--- src/wrc_cfg.svh ---
`ifndef WRC_CFG_SVH
`define WRC_CFG_SVH

// Clock rate and the 2 kHz bit clock of the load modulator.
`define WRC_CLK_MHZ 250
`define WRC_BIT_CLK_KHZ 2
`define WRC_BIT_CYC (`WRC_CLK_MHZ * 1000 / `WRC_BIT_CLK_KHZ)
`define WRC_BITCNT_W 17

// Target address on the two-wire port.
`define WRC_I2C_ADDR 7'h22

// Register offsets.
`define WRC_REG_FREQ_LO 8'h02
`define WRC_REG_FREQ_HI 8'h03
`define WRC_REG_OUT_EN 8'h10
`define WRC_REG_LVL0 8'h20
`define WRC_REG_TH0 8'h24
`define WRC_REG_HOST_CMD 8'h30
`define WRC_REG_VRECT 8'h64
`define WRC_REG_VOUT 8'h66
`define WRC_REG_OUTPUT_CURRENT_READING 8'h67
`define WRC_REG_LAST_CE 8'h78
`define WRC_REG_LAST_RP 8'h79
`define WRC_REG_PWR_LO 8'h7a
`define WRC_REG_PWR_HI 8'h7b
`define WRC_REG_PHASE 8'h7c

// Field positions.
`define WRC_OUT_EN_BIT 7
`define WRC_HOST_CC_BIT 0
`define WRC_HOST_BF_BIT 1

// Reset values of the programmable levels and load current thresholds.
`define WRC_LVL0_RST 8'hc0
`define WRC_LVL1_RST 8'hb0
`define WRC_LVL2_RST 8'ha0
`define WRC_LVL3_RST 8'h90
`define WRC_TH0_RST 8'h20
`define WRC_TH1_RST 8'h40
`define WRC_TH2_RST 8'h80

// Thermistor codes, each VTS/2*1024.
`define WRC_TS_HOT 10'h08e
`define WRC_TS_COLD 10'h3a4
`define WRC_TS_REG 10'h192
`define WRC_TS_LOW 10'h000
`define WRC_TS_HIGH 10'h3ff

// Terminate packet header and reason codes.
`define WRC_EPT_HDR 8'h02
`define WRC_EPT_UNKNOWN 8'h00
`define WRC_EPT_CHG_DONE 8'h01
`define WRC_EPT_INT_FAULT 8'h02
`define WRC_EPT_OVER_TEMP 8'h03
`define WRC_EPT_BATT_FAIL 8'h06
`define WRC_EPT_NO_RESP 8'h08

// Synchronised pin positions.
`define WRC_PIN_SCL 0
`define WRC_PIN_SDA 1
`define WRC_PIN_M0 2
`define WRC_PIN_M1 3
`define WRC_PIN_ADP 4
`define WRC_PIN_TJ 5

`endif

--- src/wrc_pkg.sv ---
package wrc_pkg;

  // Operating mode as {high mode pin, low mode pin}.
  typedef enum logic [1:0] {
    WRC_MODE_DEFAULT = 2'b00,
    WRC_MODE_ADAPTER = 2'b01,
    WRC_MODE_WIRELESS = 2'b10,
    WRC_MODE_DISABLE = 2'b11
  } wrc_mode_t;

  // Two-wire target states.
  typedef enum logic [3:0] {
    WRC_I_IDLE = 4'h0,
    WRC_I_ADDR = 4'h1,
    WRC_I_ACK_A = 4'h2,
    WRC_I_REG = 4'h3,
    WRC_I_ACK_R = 4'h4,
    WRC_I_WR = 4'h5,
    WRC_I_ACK_W = 4'h6,
    WRC_I_RD = 4'h7,
    WRC_I_ACK_M = 4'h8
  } wrc_i2c_st_t;

  // Measurements and status delivered by the converter logic.
  typedef struct packed {
    logic [7:0] vrect;
    logic [7:0] vout;
    logic [7:0] output_current_reading;
    logic [9:0] ts;
    logic [13:0] freq;
    logic [7:0] last_ce;
    logic [7:0] last_rp;
    logic [14:0] pwr;
    logic pwr_upd;
    logic [3:0] phase;
  } wrc_meas_t;

  // Complete state of the control block.
  typedef struct packed {
    logic [5:0] s1;
    logic [5:0] s2;
    logic [5:0] s3;
    logic [5:0] pf;
    wrc_i2c_st_t ist;
    logic [7:0] sh;
    logic [3:0] bc;
    logic [7:0] ptr;
    logic rw;
    logic mack;
    logic oe;
    logic [3:0][7:0] lvl;
    logic [2:0][7:0] th;
    logic out_en;
    logic host_cc;
    logic host_bf;
    logic [1:0] idx;
    logic [7:0] rect;
    logic [1:0] ept_stage;
    logic ept_done;
    logic [7:0] reason;
    logic [16:0] bcyc;
    logic [10:0] tsh;
    logic [3:0] tleft;
    logic cur_act;
    logic cur_one;
    logic mod;
    logic wl;
    logic adp_n;
    logic otg;
    logic ilim_red;
  } wrc_state_t;

endpackage : wrc_pkg

--- src/wrc_top.sv ---
`timescale 1ns/1ps
`include "wrc_cfg.svh"

// Byte buffer between packet sources and the load modulator.
module wrc_fifo #(
  parameter int W = 8,
  parameter int D = 16
) (
  // Clock and reset.
  input wire logic ref_clk,
  input wire logic rstn,
  // Filling side.
  input wire logic in_valid,
  input wire logic [W-1:0] in_data,
  output logic in_ready,
  // Draining side.
  output logic out_valid,
  output logic [W-1:0] out_data,
  input wire logic out_ready
);
  localparam int AW = $clog2(D);

  // All buffer state; depth must be a power of two so pointers wrap.
  typedef struct packed {
    logic [D-1:0][W-1:0] mem;
    logic [AW:0] cnt;
    logic [AW-1:0] wp;
    logic [AW-1:0] rp;
  } wrc_fifo_t;

  wrc_fifo_t f_r;
  wrc_fifo_t f_nxt;
  logic wr_en;
  logic rd_en;

  // Full and empty come straight from the occupancy count.
  assign in_ready = (f_r.cnt != (AW + 1)'(D));
  assign out_valid = (f_r.cnt != '0);
  assign out_data = f_r.mem[f_r.rp];
  assign wr_en = in_valid && in_ready;
  assign rd_en = out_valid && out_ready;

  // Next state of pointers, count and storage.
  always_comb
  begin
    f_nxt = f_r;
    if (wr_en)
    begin
      f_nxt.mem[f_r.wp] = in_data;
      f_nxt.wp = f_r.wp + 1'b1;
    end
    if (rd_en)
    begin
      f_nxt.rp = f_r.rp + 1'b1;
    end
    f_nxt.cnt = f_r.cnt + (AW + 1)'(wr_en) - (AW + 1)'(rd_en);
  end

  // State register.
  always_ff @(posedge ref_clk or negedge rstn)
  begin
    if (!rstn)
    begin
      f_r <= '0;
    end
    else
    begin
      f_r <= f_nxt;
    end
  end
endmodule : wrc_fifo

// Control and communication logic of the inductive power receiver.
module wrc_top #(
  parameter int BIT_CYC = `WRC_BIT_CYC
) (
  // Clock and reset.
  input wire logic ref_clk,
  input wire logic rstn,
  // Two-wire target pins.
  input wire logic scl_i,
  input wire logic sda_i,
  output logic sda_o,
  output logic sda_oe,
  // Mode pins, adapter detect and junction over-temperature.
  input wire logic mode_select_low_bit,
  input wire logic mode_select_high_bit,
  input wire logic adapter_detect,
  input wire logic junction_hot,
  // Converter measurements and loop status.
  input wire wrc_pkg::wrc_meas_t meas,
  input wire logic rect_not_converged,
  // Packet bytes from the packet builder.
  input wire logic tx_valid,
  input wire logic [7:0] tx_byte,
  output logic tx_ready,
  // Load modulation switches.
  output logic comm_switch_a,
  output logic comm_switch_b,
  // Power path control.
  output logic wireless_enable,
  output logic adapter_switch_drive_n,
  output logic otg_allow,
  output logic output_enable,
  output logic current_limit_reduced,
  output logic [7:0] rect_target_level_n
);

  wrc_pkg::wrc_state_t st_r;
  wrc_pkg::wrc_state_t nx;
  logic [5:0] pins;
  logic [5:0] pf_n;
  logic scl_rise;
  logic scl_fall;
  logic i2c_start;
  logic i2c_stop;
  logic i2c_ok;
  logic [7:0] rd_byte;
  logic ts_over;
  logic ts_high;
  logic ept_cond;
  logic ept_go;
  logic [7:0] ept_reason;
  logic fifo_in_valid;
  logic [7:0] fifo_in_data;
  logic fifo_in_ready;
  logic fifo_out_valid;
  logic [7:0] fifo_out_data;
  logic fifo_out_ready;
  logic rise_tick;
  logic half_tick;
  logic [7:0] lvl_sel;
  wrc_pkg::wrc_mode_t mode;

  // Lower edge of a band when current falls: threshold less about 5 percent.
  function automatic logic [7:0] hyst_lo(input logic [7:0] th);
    logic [15:0] prod;
    prod = 16'(th) * 16'h000d;
    return th - prod[15:8];
  endfunction : hyst_lo

  // Byte frame sent LSB first: start zero, data, odd parity, stop one.
  function automatic logic [10:0] frame(input logic [7:0] b);
    return {1'b1, ~^b, b, 1'b0};
  endfunction : frame

  assign pins = {junction_hot, adapter_detect, mode_select_high_bit,
                 mode_select_low_bit, sda_i, scl_i};

  // A pin changes only once the second and third stages agree.
  assign pf_n = ((st_r.s2 ^ st_r.s3) & st_r.pf) | (~(st_r.s2 ^ st_r.s3) & st_r.s3);
  assign scl_rise = pf_n[`WRC_PIN_SCL] && !st_r.pf[`WRC_PIN_SCL];
  assign scl_fall = !pf_n[`WRC_PIN_SCL] && st_r.pf[`WRC_PIN_SCL];
  assign i2c_start = st_r.pf[`WRC_PIN_SCL] && pf_n[`WRC_PIN_SCL]
                     && st_r.pf[`WRC_PIN_SDA] && !pf_n[`WRC_PIN_SDA];
  assign i2c_stop = st_r.pf[`WRC_PIN_SCL] && pf_n[`WRC_PIN_SCL]
                    && !st_r.pf[`WRC_PIN_SDA] && pf_n[`WRC_PIN_SDA];
  assign mode = wrc_pkg::wrc_mode_t'({st_r.pf[`WRC_PIN_M1], st_r.pf[`WRC_PIN_M0]});

  // The port answers only while wireless operation runs.
  assign i2c_ok = st_r.wl;

  // Thermistor windows on the 10-bit code scale.
  assign ts_high = (meas.ts == `WRC_TS_HIGH);
  assign ts_over = !ts_high && ((meas.ts < `WRC_TS_HOT) || (meas.ts > `WRC_TS_COLD)
                   || (meas.ts == `WRC_TS_LOW));

  // Reason selection; over-voltage, over-current and reconfigure never occur.
  always_comb
  begin
    ept_cond = 1'b1;
    if (st_r.pf[`WRC_PIN_TJ])
      ept_reason = `WRC_EPT_INT_FAULT;
    else if (ts_over)
      ept_reason = `WRC_EPT_OVER_TEMP;
    else if (st_r.host_cc || st_r.pf[`WRC_PIN_M0] || ts_high)
      ept_reason = `WRC_EPT_CHG_DONE;
    else if (st_r.host_bf)
      ept_reason = `WRC_EPT_BATT_FAIL;
    else if (rect_not_converged)
      ept_reason = `WRC_EPT_NO_RESP;
    else if (st_r.pf[`WRC_PIN_ADP])
      ept_reason = `WRC_EPT_UNKNOWN;
    else
    begin
      ept_reason = `WRC_EPT_UNKNOWN;
      ept_cond = 1'b0;
    end
  end

  // One request per onset of a condition, only while wireless power is on.
  assign ept_go = ept_cond && st_r.wl && !st_r.ept_done && (st_r.ept_stage == 2'd0);

  // Read data for the current pointer.
  always_comb
  begin
    case (st_r.ptr)
      `WRC_REG_FREQ_LO: rd_byte = meas.freq[7:0];
      `WRC_REG_FREQ_HI: rd_byte = {2'h0, meas.freq[13:8]};
      `WRC_REG_OUT_EN: rd_byte = {st_r.out_en, 7'h00};
      `WRC_REG_VRECT: rd_byte = meas.vrect;
      `WRC_REG_VOUT: rd_byte = meas.vout;
      `WRC_REG_OUTPUT_CURRENT_READING: rd_byte = meas.output_current_reading;
      `WRC_REG_LAST_CE: rd_byte = meas.last_ce;
      `WRC_REG_LAST_RP: rd_byte = meas.last_rp;
      `WRC_REG_PWR_LO: rd_byte = meas.pwr[7:0];
      `WRC_REG_PWR_HI: rd_byte = {meas.pwr_upd, meas.pwr[14:8]};
      `WRC_REG_PHASE: rd_byte = {4'h0, meas.phase};
      `WRC_REG_HOST_CMD: rd_byte = {6'h00, st_r.host_bf, st_r.host_cc};
      default:
      begin
        if (st_r.ptr >= `WRC_REG_LVL0 && st_r.ptr < `WRC_REG_TH0)
          rd_byte = st_r.lvl[st_r.ptr[1:0]];
        else if (st_r.ptr >= `WRC_REG_TH0 && st_r.ptr < `WRC_REG_TH0 + 8'h03)
          rd_byte = st_r.th[st_r.ptr[1:0]];
        else
          rd_byte = 8'h00;
      end
    endcase
  end

  // Terminate packets take the buffer ahead of the packet builder.
  assign fifo_in_valid = (st_r.ept_stage != 2'd0) || tx_valid;
  assign fifo_in_data = (st_r.ept_stage == 2'd1) ? `WRC_EPT_HDR :
                        (st_r.ept_stage == 2'd2) ? st_r.reason : tx_byte;
  assign tx_ready = fifo_in_ready && (st_r.ept_stage == 2'd0);
  assign fifo_out_ready = (st_r.tleft == 4'h0);

  // Bit clock phases: rising edge at count zero, falling edge halfway.
  assign rise_tick = (st_r.bcyc == '0);
  assign half_tick = (st_r.bcyc == `WRC_BITCNT_W'(BIT_CYC / 2));
  assign lvl_sel = st_r.lvl[st_r.idx];

  wrc_fifo #(
    .W(8),
    .D(16)
  ) u_fifo (
    .ref_clk(ref_clk),
    .rstn(rstn),
    .in_valid(fifo_in_valid),
    .in_data(fifo_in_data),
    .in_ready(fifo_in_ready),
    .out_valid(fifo_out_valid),
    .out_data(fifo_out_data),
    .out_ready(fifo_out_ready)
  );

  // Next state of the whole block.
  always_comb
  begin
    nx = st_r;
    nx.s1 = pins;
    nx.s2 = st_r.s1;
    nx.s3 = st_r.s2;
    nx.pf = pf_n;

    // Two-wire target; a start or stop restarts it from any state.
    if (i2c_stop || (i2c_start && !i2c_ok))
    begin
      nx.ist = wrc_pkg::WRC_I_IDLE;
      nx.oe = 1'b0;
    end
    else if (i2c_start)
    begin
      nx.ist = wrc_pkg::WRC_I_ADDR;
      nx.bc = 4'h0;
      nx.oe = 1'b0;
    end
    else if (scl_rise)
    begin
      if (st_r.ist == wrc_pkg::WRC_I_ACK_M)
        nx.mack = !st_r.pf[`WRC_PIN_SDA];
      else if (st_r.ist == wrc_pkg::WRC_I_ADDR || st_r.ist == wrc_pkg::WRC_I_REG
               || st_r.ist == wrc_pkg::WRC_I_WR)
      begin
        nx.sh = {st_r.sh[6:0], st_r.pf[`WRC_PIN_SDA]};
        nx.bc = st_r.bc + 4'h1;
      end
      else if (st_r.ist == wrc_pkg::WRC_I_RD)
        nx.bc = st_r.bc + 4'h1;
    end
    else if (scl_fall)
    begin
      case (st_r.ist)
        wrc_pkg::WRC_I_ADDR:
        begin
          if (st_r.bc == 4'h8)
          begin
            if (st_r.sh[7:1] == `WRC_I2C_ADDR)
            begin
              nx.ist = wrc_pkg::WRC_I_ACK_A;
              nx.rw = st_r.sh[0];
              nx.oe = 1'b1;
            end
            else
              nx.ist = wrc_pkg::WRC_I_IDLE;
          end
        end
        wrc_pkg::WRC_I_ACK_A, wrc_pkg::WRC_I_ACK_M:
        begin
          if ((st_r.ist == wrc_pkg::WRC_I_ACK_A && st_r.rw) ||
              (st_r.ist == wrc_pkg::WRC_I_ACK_M && st_r.mack))
          begin
            nx.ist = wrc_pkg::WRC_I_RD;
            nx.sh = rd_byte;
            nx.oe = !rd_byte[7];
            nx.ptr = st_r.ptr + 8'h01;
          end
          else
          begin
            nx.ist = (st_r.ist == wrc_pkg::WRC_I_ACK_A) ? wrc_pkg::WRC_I_REG
                                                       : wrc_pkg::WRC_I_IDLE;
            nx.oe = 1'b0;
          end
          nx.bc = 4'h0;
        end
        wrc_pkg::WRC_I_REG:
        begin
          if (st_r.bc == 4'h8)
          begin
            nx.ptr = st_r.sh;
            nx.ist = wrc_pkg::WRC_I_ACK_R;
            nx.oe = 1'b1;
          end
        end
        wrc_pkg::WRC_I_WR:
        begin
          if (st_r.bc == 4'h8)
          begin
            // Register writes; the pointer steps after each byte.
            if (st_r.ptr == `WRC_REG_OUT_EN)
              nx.out_en = st_r.sh[`WRC_OUT_EN_BIT];
            else if (st_r.ptr >= `WRC_REG_LVL0 && st_r.ptr < `WRC_REG_TH0)
              nx.lvl[st_r.ptr[1:0]] = st_r.sh;
            else if (st_r.ptr >= `WRC_REG_TH0 && st_r.ptr < `WRC_REG_TH0 + 8'h03)
              nx.th[st_r.ptr[1:0]] = st_r.sh;
            nx.ptr = st_r.ptr + 8'h01;
            nx.ist = wrc_pkg::WRC_I_ACK_W;
            nx.oe = 1'b1;
          end
        end
        wrc_pkg::WRC_I_ACK_R, wrc_pkg::WRC_I_ACK_W:
        begin
          nx.ist = wrc_pkg::WRC_I_WR;
          nx.bc = 4'h0;
          nx.oe = 1'b0;
        end
        wrc_pkg::WRC_I_RD:
        begin
          // Release the line for the master's acknowledge after eight bits.
          if (st_r.bc == 4'h8)
          begin
            nx.ist = wrc_pkg::WRC_I_ACK_M;
            nx.oe = 1'b0;
          end
          else
          begin
            nx.sh = {st_r.sh[6:0], 1'b0};
            nx.oe = !st_r.sh[6];
          end
        end
        default: nx.ist = st_r.ist;
      endcase
    end

    // Host command bits clear when their packet is queued; a new write wins.
    if (st_r.ept_stage == 2'd2 && fifo_in_ready)
    begin
      if (st_r.reason == `WRC_EPT_CHG_DONE)
        nx.host_cc = 1'b0;
      if (st_r.reason == `WRC_EPT_BATT_FAIL)
        nx.host_bf = 1'b0;
    end
    if (scl_fall && st_r.ist == wrc_pkg::WRC_I_WR && st_r.bc == 4'h8
        && st_r.ptr == `WRC_REG_HOST_CMD)
    begin
      nx.host_cc = st_r.host_cc | st_r.sh[`WRC_HOST_CC_BIT];
      nx.host_bf = st_r.host_bf | st_r.sh[`WRC_HOST_BF_BIT];
    end

    // Load current bands: step up above a threshold, down below its lower edge.
    if (st_r.idx != 2'd3 && meas.output_current_reading > st_r.th[st_r.idx])
      nx.idx = st_r.idx + 2'd1;
    else if (st_r.idx != 2'd0 && meas.output_current_reading < hyst_lo(st_r.th[st_r.idx - 2'd1]))
      nx.idx = st_r.idx - 2'd1;
    nx.rect = lvl_sel;

    // Temperature regulation: the code falls as the thermistor heats.
    nx.ilim_red = (meas.ts <= `WRC_TS_REG);

    // Terminate request: latch reason, then queue header and reason bytes.
    if (!ept_cond)
      nx.ept_done = 1'b0;
    if (ept_go)
    begin
      nx.ept_stage = 2'd1;
      nx.reason = ept_reason;
    end
    else if (st_r.ept_stage != 2'd0 && fifo_in_ready)
    begin
      nx.ept_stage = (st_r.ept_stage == 2'd1) ? 2'd2 : 2'd0;
      nx.ept_done = (st_r.ept_stage == 2'd2);
    end

    // Bit clock counter runs free so bit edges stay on the 2 kHz grid.
    nx.bcyc = (st_r.bcyc == `WRC_BITCNT_W'(BIT_CYC - 1)) ? '0 : st_r.bcyc + 1'b1;

    // Differential bi-phase modulator.
    if (fifo_out_valid && st_r.tleft == 4'h0)
    begin
      nx.tsh = frame(fifo_out_data);
      nx.tleft = 4'd11;
    end
    if (rise_tick)
    begin
      if (st_r.tleft != 4'h0)
      begin
        nx.mod = !st_r.mod;
        nx.cur_one = st_r.tsh[0];
        nx.cur_act = 1'b1;
        nx.tsh = {1'b0, st_r.tsh[10:1]};
        nx.tleft = st_r.tleft - 4'h1;
      end
      else
      begin
        nx.mod = 1'b0;
        nx.cur_act = 1'b0;
      end
    end
    else if (half_tick && st_r.cur_act && st_r.cur_one)
      nx.mod = !st_r.mod;

    // Mode decode; the adapter wins in default mode.
    case (mode)
      wrc_pkg::WRC_MODE_DEFAULT:
      begin
        nx.wl = !st_r.pf[`WRC_PIN_ADP];
        nx.adp_n = !st_r.pf[`WRC_PIN_ADP];
        nx.otg = 1'b0;
      end
      wrc_pkg::WRC_MODE_WIRELESS:
      begin
        nx.wl = 1'b1;
        nx.adp_n = 1'b1;
        nx.otg = 1'b0;
      end
      wrc_pkg::WRC_MODE_ADAPTER:
      begin
        nx.wl = 1'b0;
        nx.adp_n = 1'b0;
        nx.otg = 1'b1;
      end
      default:
      begin
        nx.wl = 1'b0;
        nx.adp_n = 1'b1;
        nx.otg = 1'b0;
      end
    endcase
  end

  // State register; the bus pins idle high, so their filtered lines start high.
  always_ff @(posedge ref_clk or negedge rstn)
  begin
    if (!rstn)
    begin
      st_r <= '0;
      // Every stage starts at the idle level of the bus pins, so no false edge follows reset.
      st_r.s1 <= 6'h03;
      st_r.s2 <= 6'h03;
      st_r.s3 <= 6'h03;
      st_r.pf <= 6'h03;
      st_r.adp_n <= 1'b1;
      st_r.lvl <= {`WRC_LVL3_RST, `WRC_LVL2_RST, `WRC_LVL1_RST, `WRC_LVL0_RST};
      st_r.th <= {`WRC_TH2_RST, `WRC_TH1_RST, `WRC_TH0_RST};
      st_r.rect <= `WRC_LVL0_RST;
    end
    else
    begin
      st_r <= nx;
    end
  end

  // Outputs; both switches follow one modulation state.
  assign comm_switch_a = st_r.mod;
  assign comm_switch_b = st_r.mod;
  assign sda_o = 1'b0;
  assign sda_oe = st_r.oe;
  assign wireless_enable = st_r.wl;
  assign adapter_switch_drive_n = st_r.adp_n;
  assign otg_allow = st_r.otg;
  assign output_enable = st_r.out_en && st_r.wl;
  assign current_limit_reduced = st_r.ilim_red;
  assign rect_target_level_n = st_r.rect;
endmodule : wrc_top

--- config.mk ---
export PLATFORM = sky130hd
export DESIGN_NAME = wrc_top
export DESIGN_NICKNAME = d
export VERILOG_FILES = /design/src/wrc_pkg.sv /design/src/wrc_top.sv
export VERILOG_INCLUDE_DIRS = /design/src
export SDC_FILE = /design/constraint.sdc
export NUM_CORES = 1
export LEC_CHECK = 0
export ABC_AREA = 1
export BUFFER_PORTS_ARGS = -buffer_cell sky130_fd_sc_hd__buf_2
export CELL_PAD_IN_SITES_DETAIL_PLACEMENT = 0
export CELL_PAD_IN_SITES_GLOBAL_PLACEMENT = 2
export CORE_MARGIN = 4
export CORE_UTILIZATION = 30
export DETAILED_ROUTE_END_ITERATION = 16
export PLACE_DENSITY_LB_ADDON = 0.1
export SYNTH_ARGS = -nofsm -noshare
export SYNTH_HDL_FRONTEND = slang
export SYNTH_HIERARCHICAL = 1
export SYNTH_SLANG_ARGS = --single-unit
--- constraint.sdc ---
create_clock -name ref_clk -period 12.54 [get_ports ref_clk]
set_input_delay 1.881 -clock ref_clk [delete_from_list [all_inputs] [get_ports ref_clk]]
set_output_delay 1.881 -clock ref_clk [all_outputs]
set_load 0.01 [all_outputs]
==> results of run 1 <==
## per-layer routing
layer  part of all wire (%)  vias up  wire [µm]
li1                       -     7881          -
met1                     50     7486      29000
met2                     45      263      25800
met3                    3.4       67       1980
met4                    2.1        0       1240
met5                      0        -          0
## worst paths after layout
kind / startpoint / to
setup reg to reg: st_r[58] / st_r[59]
min in group asynchronous: rstn / st_r[69]
max in group asynchronous: rstn / u_fifo/f_r[0]
hold reg to reg: nx[162] / nx[156]
setup / recovery: st_r[58] / st_r[59]
hold / removal: nx[162] / nx[156]
## worst max-delay path: cells and delay by family, from the launching register on
kind / cells / cell delay [ns]
AO/OA/AOI/OAI: 10 / 2.13
XOR/XNOR: 2 / 0.28
adder cells (fa/ha/maj): 6 / 2.08
buffers and inverters: 5 / 0.76
flip-flops: 1 / 0.32
AND/OR/NAND/NOR: 9 / 0.90
## registers in the layout (all words and copies together), names as in the netlist, named ones only
signal                  cells
u_fifo/f_r                141
current_limit_reduced       1
comm_switch_a               1
nx                         12
st_r                      136
adapter_switch_drive_n      1
wireless_enable             1
otg_allow                   1
rect_target_level_n         8
sda_oe                      1
## cells in the mapped netlist, drive strengths merged
master	instances	area [µm²]
nand2	661	2580
inv	313	1180
dfrtp	284	7110
o21ai	269	1350
nor2	251	1050
nand3	153	893
a21oi	105	526
ha	64	801
buf	62	483
nand4	34	240
clkbuf	29	109
xor2	26	228
dfstp	23	604
nor3	17	85.1
o22ai	14	87.6
a22oi	12	90.1
a31oi	11	68.8
xnor2	10	87.6
nor4	7	58.8
a211oi	6	45.0
clkinv	6	22.5
fa	6	120
o211ai	6	45.0
o21a	6	45.0
or2	5	31.3
maj3	4	40.0
o311ai	3	26.3
a22o	2	17.5
mux2i	2	20.0
nand3b	2	15.0
o2bb2ai	2	17.5
o31ai	2	15.0
a211o	1	8.76
a21o	1	7.51
conb	1	3.75
mux2	1	11.3
nor3b	1	7.51
o2111ai	1	8.76
o21bai	1	7.51
## power breakdown
group | switching, mW | internal [mW]
sequential | 0.148 | 1.23
clock | 0.463 | 0.734
combinational | 0.952 | 0.505
total | 1.56 | 2.47
## layout make-up
cell class / count / area, µm² / share of cell area (%)
Antenna cell: 2 / 5.00 / 0.0243
Sequential cell: 307 / 7710 / 37.5
Multi-Input combinational cell: 1687 / 8630 / 42.0
Inverter: 319 / 1200 / 5.86
Tap cell: 773 / 967 / 4.70
Timing Repair Buffer: 130 / 691 / 3.36
Clock buffer: 60 / 1180 / 5.73
Clock inverter: 12 / 181 / 0.882
## metrics by stage
| stage | util (%) | hold slack (ns) |
|---|---|---|
| floorplan | - | 0.331 |
| global placement | 32.3 | 0.337 |
| detailed placement | 32.3 | 0.341 |
| CTS | 34.6 | 0.355 |
| global route | 34.6 | 0.360 |
| finish | 34.6 | 0.354 |
## cells by family (layout without fill, tap and decap cells)
kind of cell	after synthesis	after routing	share of synthesized area [%]
AOI/OAI and AO/OA	442	442	13.0
xor gates and xnor gates	36	36	1.74
adders and majority gates	74	74	5.30
buffers and inverters	410	521	9.91
DFF	307	307	42.5
muxes	3	3	0.172
other	1	3	0.0207
and+or+nand+nor	1131	1131	27.3
## cells in the final DEF (no fill, tap or decap), drive strengths merged, types with 11 or more instances in the layout
master / synthesis / layout
a21oi: 105 / 105
a22oi: 12 / 12
a31oi: 11 / 11
buf: 62 / 130
clkbuf: 29 / 60
clkinv: 6 / 12
dfrtp: 284 / 284
dfstp: 23 / 23
ha: 64 / 64
inv: 313 / 314
nand2: 661 / 661
nand3: 153 / 153
nand4: 34 / 34
nor2: 251 / 251
nor3: 17 / 17
o21ai: 269 / 269
o22ai: 14 / 14
xor2: 26 / 26
==> flow_summary.yaml, run 1 <==
status:
  status: "complete, no violations"
die:
  die_area_um2: 64500
  core_area_um2: 59500
  fp.dieH_um: 254
  die-width_um: 254
  initial_core_util_pct: 30.5
  io_pins: 120
  rows: 89
grt:
  grt_busiest_layer: "met2"
  antenna_found_initial: 0
  overflow: 0
  grt_use_met2_pct: 28.6
  grt_first_pass_wirelength_mm: 91.4
  grt_use_total_pct: 18.1
  grtUsageMet1_pct: 26.5
  grt_use_met3_pct: 2.19
  grt_pass1_vias: 15500
  grt_max_degree: 106
timing:
  worst_pin_slew_ns: 1.13
  drv_slew: 0
  fmax_mhz: 151
  fin_worst_skew_ns: 0.0241
  final.setup.worst_slack_ns: 5.92
  setup_viol: 0
  finalHoldViolCount: 0
  fin_tns_setup_ns: 0
  fin_crit_ns: 6.62
  max_slew_margin_pct: 24.5
  fin_crit_sh_pct: 52.8
  rsz0062_at_grt: "false"
critical_path:
  crit_type: "reg2reg"
  arrival_ns: 7.04
  critPathCaptureType: "register"
  critical-path-slowest-cell: "o21ai_0"
  critPathLaunchType: "register"
  cp.required_ns: 12.96
  crit_fanout: 42
  cpPeakStageDelay_ns: 0.70
  worst-r2r-cell-count: 32
  rrSetupSlack_ns: 5.92
worst_hold_path:
  hp-class: "reg2reg"
  hold_depth: 0
drt:
  route.vias.total: 15700
  wirelength_mm: 58.0
  drc: 0
  first_iter_violations: 1050
  wl_per_cell_um: 17.6
  via_per_inst: 4.77
  ant_nets: 0
  dr.pass1.iters: 5
power_and_ir_drop:
  peakVddDrop_uv: 101
  power.total_mw: 4.03
  p_leak_nw: 10.7
  powerDensity_nw_per_um2: 196
placed_design:
  preCtsSetupSlack_ns: 5.86
  dp_hpwl_mm: 40.9
  portBuffers: 118
  placed_cell_area_um2: 19200
  dp_cells: 3216
  routabilityCongestion: 0.812
clock_tree:
  clockBufferDepth: 3
  postCtsHoldBufs: 0
  clk_latency_ns: 0.56
  cts_resized: 0
  path_clk_slew_ns: 0.06
  post_cts_buffers: 0
  htree_levels: 2
  cts-root-buf: "clkbuf_16"
  cts_tree: "yes"
  clock_sinks: 307
  cts_buffers: 41
finish:
  finalInstanceArea_um2: 20600
  area_delta_synth_final_pct: 13.4
  fillCellCount: 6432
  drive_above_1_share_pct: 11.4
  final_nets: 2658
  finalNonFillerCells: 3290
logic_synthesis:
  seq_area_frac_synth_pct: 42.5
  synth_warnings: 6
  netlist_instances: 2404
  synth_cell_types: 56
  syn_nets: 2576
  syn_area_per_cell_um2: 7.55
  ys_ff_latch: 307
  netlist_area_um2: 18100
run:
  maxCapViolations: 0
Power figures use the tool's default switching activity.
==> inputs of run 2 (changes only) <==
==> constraint.sdc (replaced) <==
create_clock -name ref_clk -period 5.5 [get_ports ref_clk]
set_input_delay 0.825 -clock ref_clk [delete_from_list [all_inputs] [get_ports ref_clk]]
set_output_delay 0.825 -clock ref_clk [all_outputs]
set_load 0.01 [all_outputs]
==> run 2 against run 1 <==
Net effect: clock skew shrank 0.0084 ns; die area is the same; hold slack lost 0.082 ns; power grew 140%; maximum frequency grew 26%; worst setup slack lost 5.7 ns; register-to-register slack lost 5.7 ns; routed wire length grew 0.73%; core utilization grew 0.75 points; via count grew 1.2%; sequential power grew 130%; sequential share of layout area shrank 0.79 points; largest power group unchanged.
==> flow_summary.yaml, run 2 (synthesis results as in run 1) <==
placed_design:
  portBuffers: 118
  routabilityCongestion: 0.837
  dp_hpwl_mm: 41.1
critical_path:
  worst-r2r-cell-count: 33
  r2r-start: "st_r[58]"
  crit_family: "adder cells"
  critPathLaunchType: "register"
  cpPeakStageDelay_ns: 0.50
  critPathCaptureType: "register"
  crit_type: "reg2reg"
  crit_start: "st_r[58]"
  cp.depth: 33
  critical-path-slowest-cell: "fa_1"
  crit_fanout: 6
  cp.buffers_inverters: 4
  cpMostUsedCell: "o21ai_1"
  cp.required_ns: 5.97
  arrival_ns: 5.71
grt:
  grt_use_total_pct: 18.0
  overflow: 0
  grt_pass1_vias: 15300
  antenna_found_initial: 1
  grt_max_degree: 98
  grt_first_pass_wirelength_mm: 91.1
timing:
  max_slew_margin_pct: 25.9
  fin_crit_ns: 5.24
  fmax_mhz: 191
  drv_slew: 0
  setup_viol: 0
  fin_worst_skew_ns: 0.0157
  rsz0062_at_grt: "true"
  finalHoldViolCount: 0
  worst_pin_slew_ns: 1.11
  fin_tns_setup_ns: 0
  fin_crit_sh_pct: 95.2
finish:
  final_nets: 2682
  top_register: "u_fifo/f_r"
  area_delta_synth_final_pct: 15.9
  finish.utilization_pct: 35.3
  largest_register_ffs: 141
  final_cell_mix: "637 x nand2_1, 291 x inv_1, 283 x dfrtp_1"
  final_common_cell: "nand2_1"
  drive_above_1_share_pct: 13.8
  diodes: 0
die:
  initial_core_util_pct: 30.5
  core_area_um2: 59500
  io_pins: 120
  fp.dieH_um: 254
  die-width_um: 254
  die_area_um2: 64500
  rows: 89
drt:
  route.vias.total: 15900
  first_iter_violations: 851
  drc: 0
  wl_per_cell_um: 17.6
  via_per_inst: 4.79
  wirelength_mm: 58.4
  dr.pass1.iters: 5
  ant_nets: 0
run:
  maxCapViolations: 0
clock_tree:
  cts_tree: "yes"
  cts_buffers: 41
  cts-root-buf: "clkbuf_16"
  path_clk_slew_ns: 0.05
  htree_levels: 2
  clock_sinks: 307
  clk_latency_ns: 0.57
  clockBufferDepth: 3
status:
  status: "complete, no violations"
power_and_ir_drop:
  peakVddDrop_uv: 234
  powerDensity_nw_per_um2: 467
  p_leak_nw: 10.8
  power.total_mw: 9.80
worst_hold_path:
  hp-class: "in2async"
==> run 2: changes by cell type in the layout (fill, tap and decap cells not counted), moves of 7 or more <==
cell and delta:
buf_4 +20, inv_1 -9, ha_1 -8, o21ai_0 -8, ha_4 +7, inv_2 +7
==> run 2: final cells by class <==
cell class,count,area (µm²)
tap,773,967
sequential,307,7710
clock buffer,58,1170
multi-input combinational,1687,8820
clock inverter,17,239
inverter,319,1210
fill,6382,38400
timing repair buffer,154,895
==> run 2: report_power, final <==
group          total [mW]  switching [mW]  internal [mW]
Combinational        3.83            2.35           1.48
Sequential           3.16           0.355           2.81
Clock                2.81            1.08           1.73
Total                9.80            3.79           6.02
==> run 2: timing repair <==
action,CTS,global route
pin swaps,0,29
gates resized for setup,2,48
hold buffers,0,0
endpoints found under the hold margin,0,0
buffers inserted,0,10
setup endpoints to repair,2,2
==> run 2: worst paths after layout <==
path | slack, ns | endpoint
max reg2reg | 0.26 | st_r[59]
min | 0.27 | st_r[85]
max in group asynchronous | 3.89 | st_r[97]
max | 0.26 | st_r[59]
min reg2reg | 0.35 | nx[154]
min in group ref_clk | 0.35 | nx[154]
==> run 2: metal layers <==
| layer | GRT usage, % | routed length, µm | vias to the layer above |
|---|---|---|---|
| li1 | - | - | 7938 |
| met1 | 27.5 | 29800 | 7581 |
| met2 | 27.1 | 25100 | 305 |
| met3 | 2.48 | 2520 | 64 |
| met4 | 3.78 | 940 | 0 |
| met5 | 0 | 0 | - |
==> run 2: per-stage QoR <==
step	setup WS (ns)	hold WS (ns)	instances	instance area [µm²]
global placement	0.00384	0.331	3230	19300
CTS	0.00883	0.316	3305	20800
global route	-0.0648	0.324	3315	21000
floorplan	0.0154	0.331	2404	18200
finish	0.262	0.271	3315	21000
detailed placement	-0.0451	0.335	3230	19300
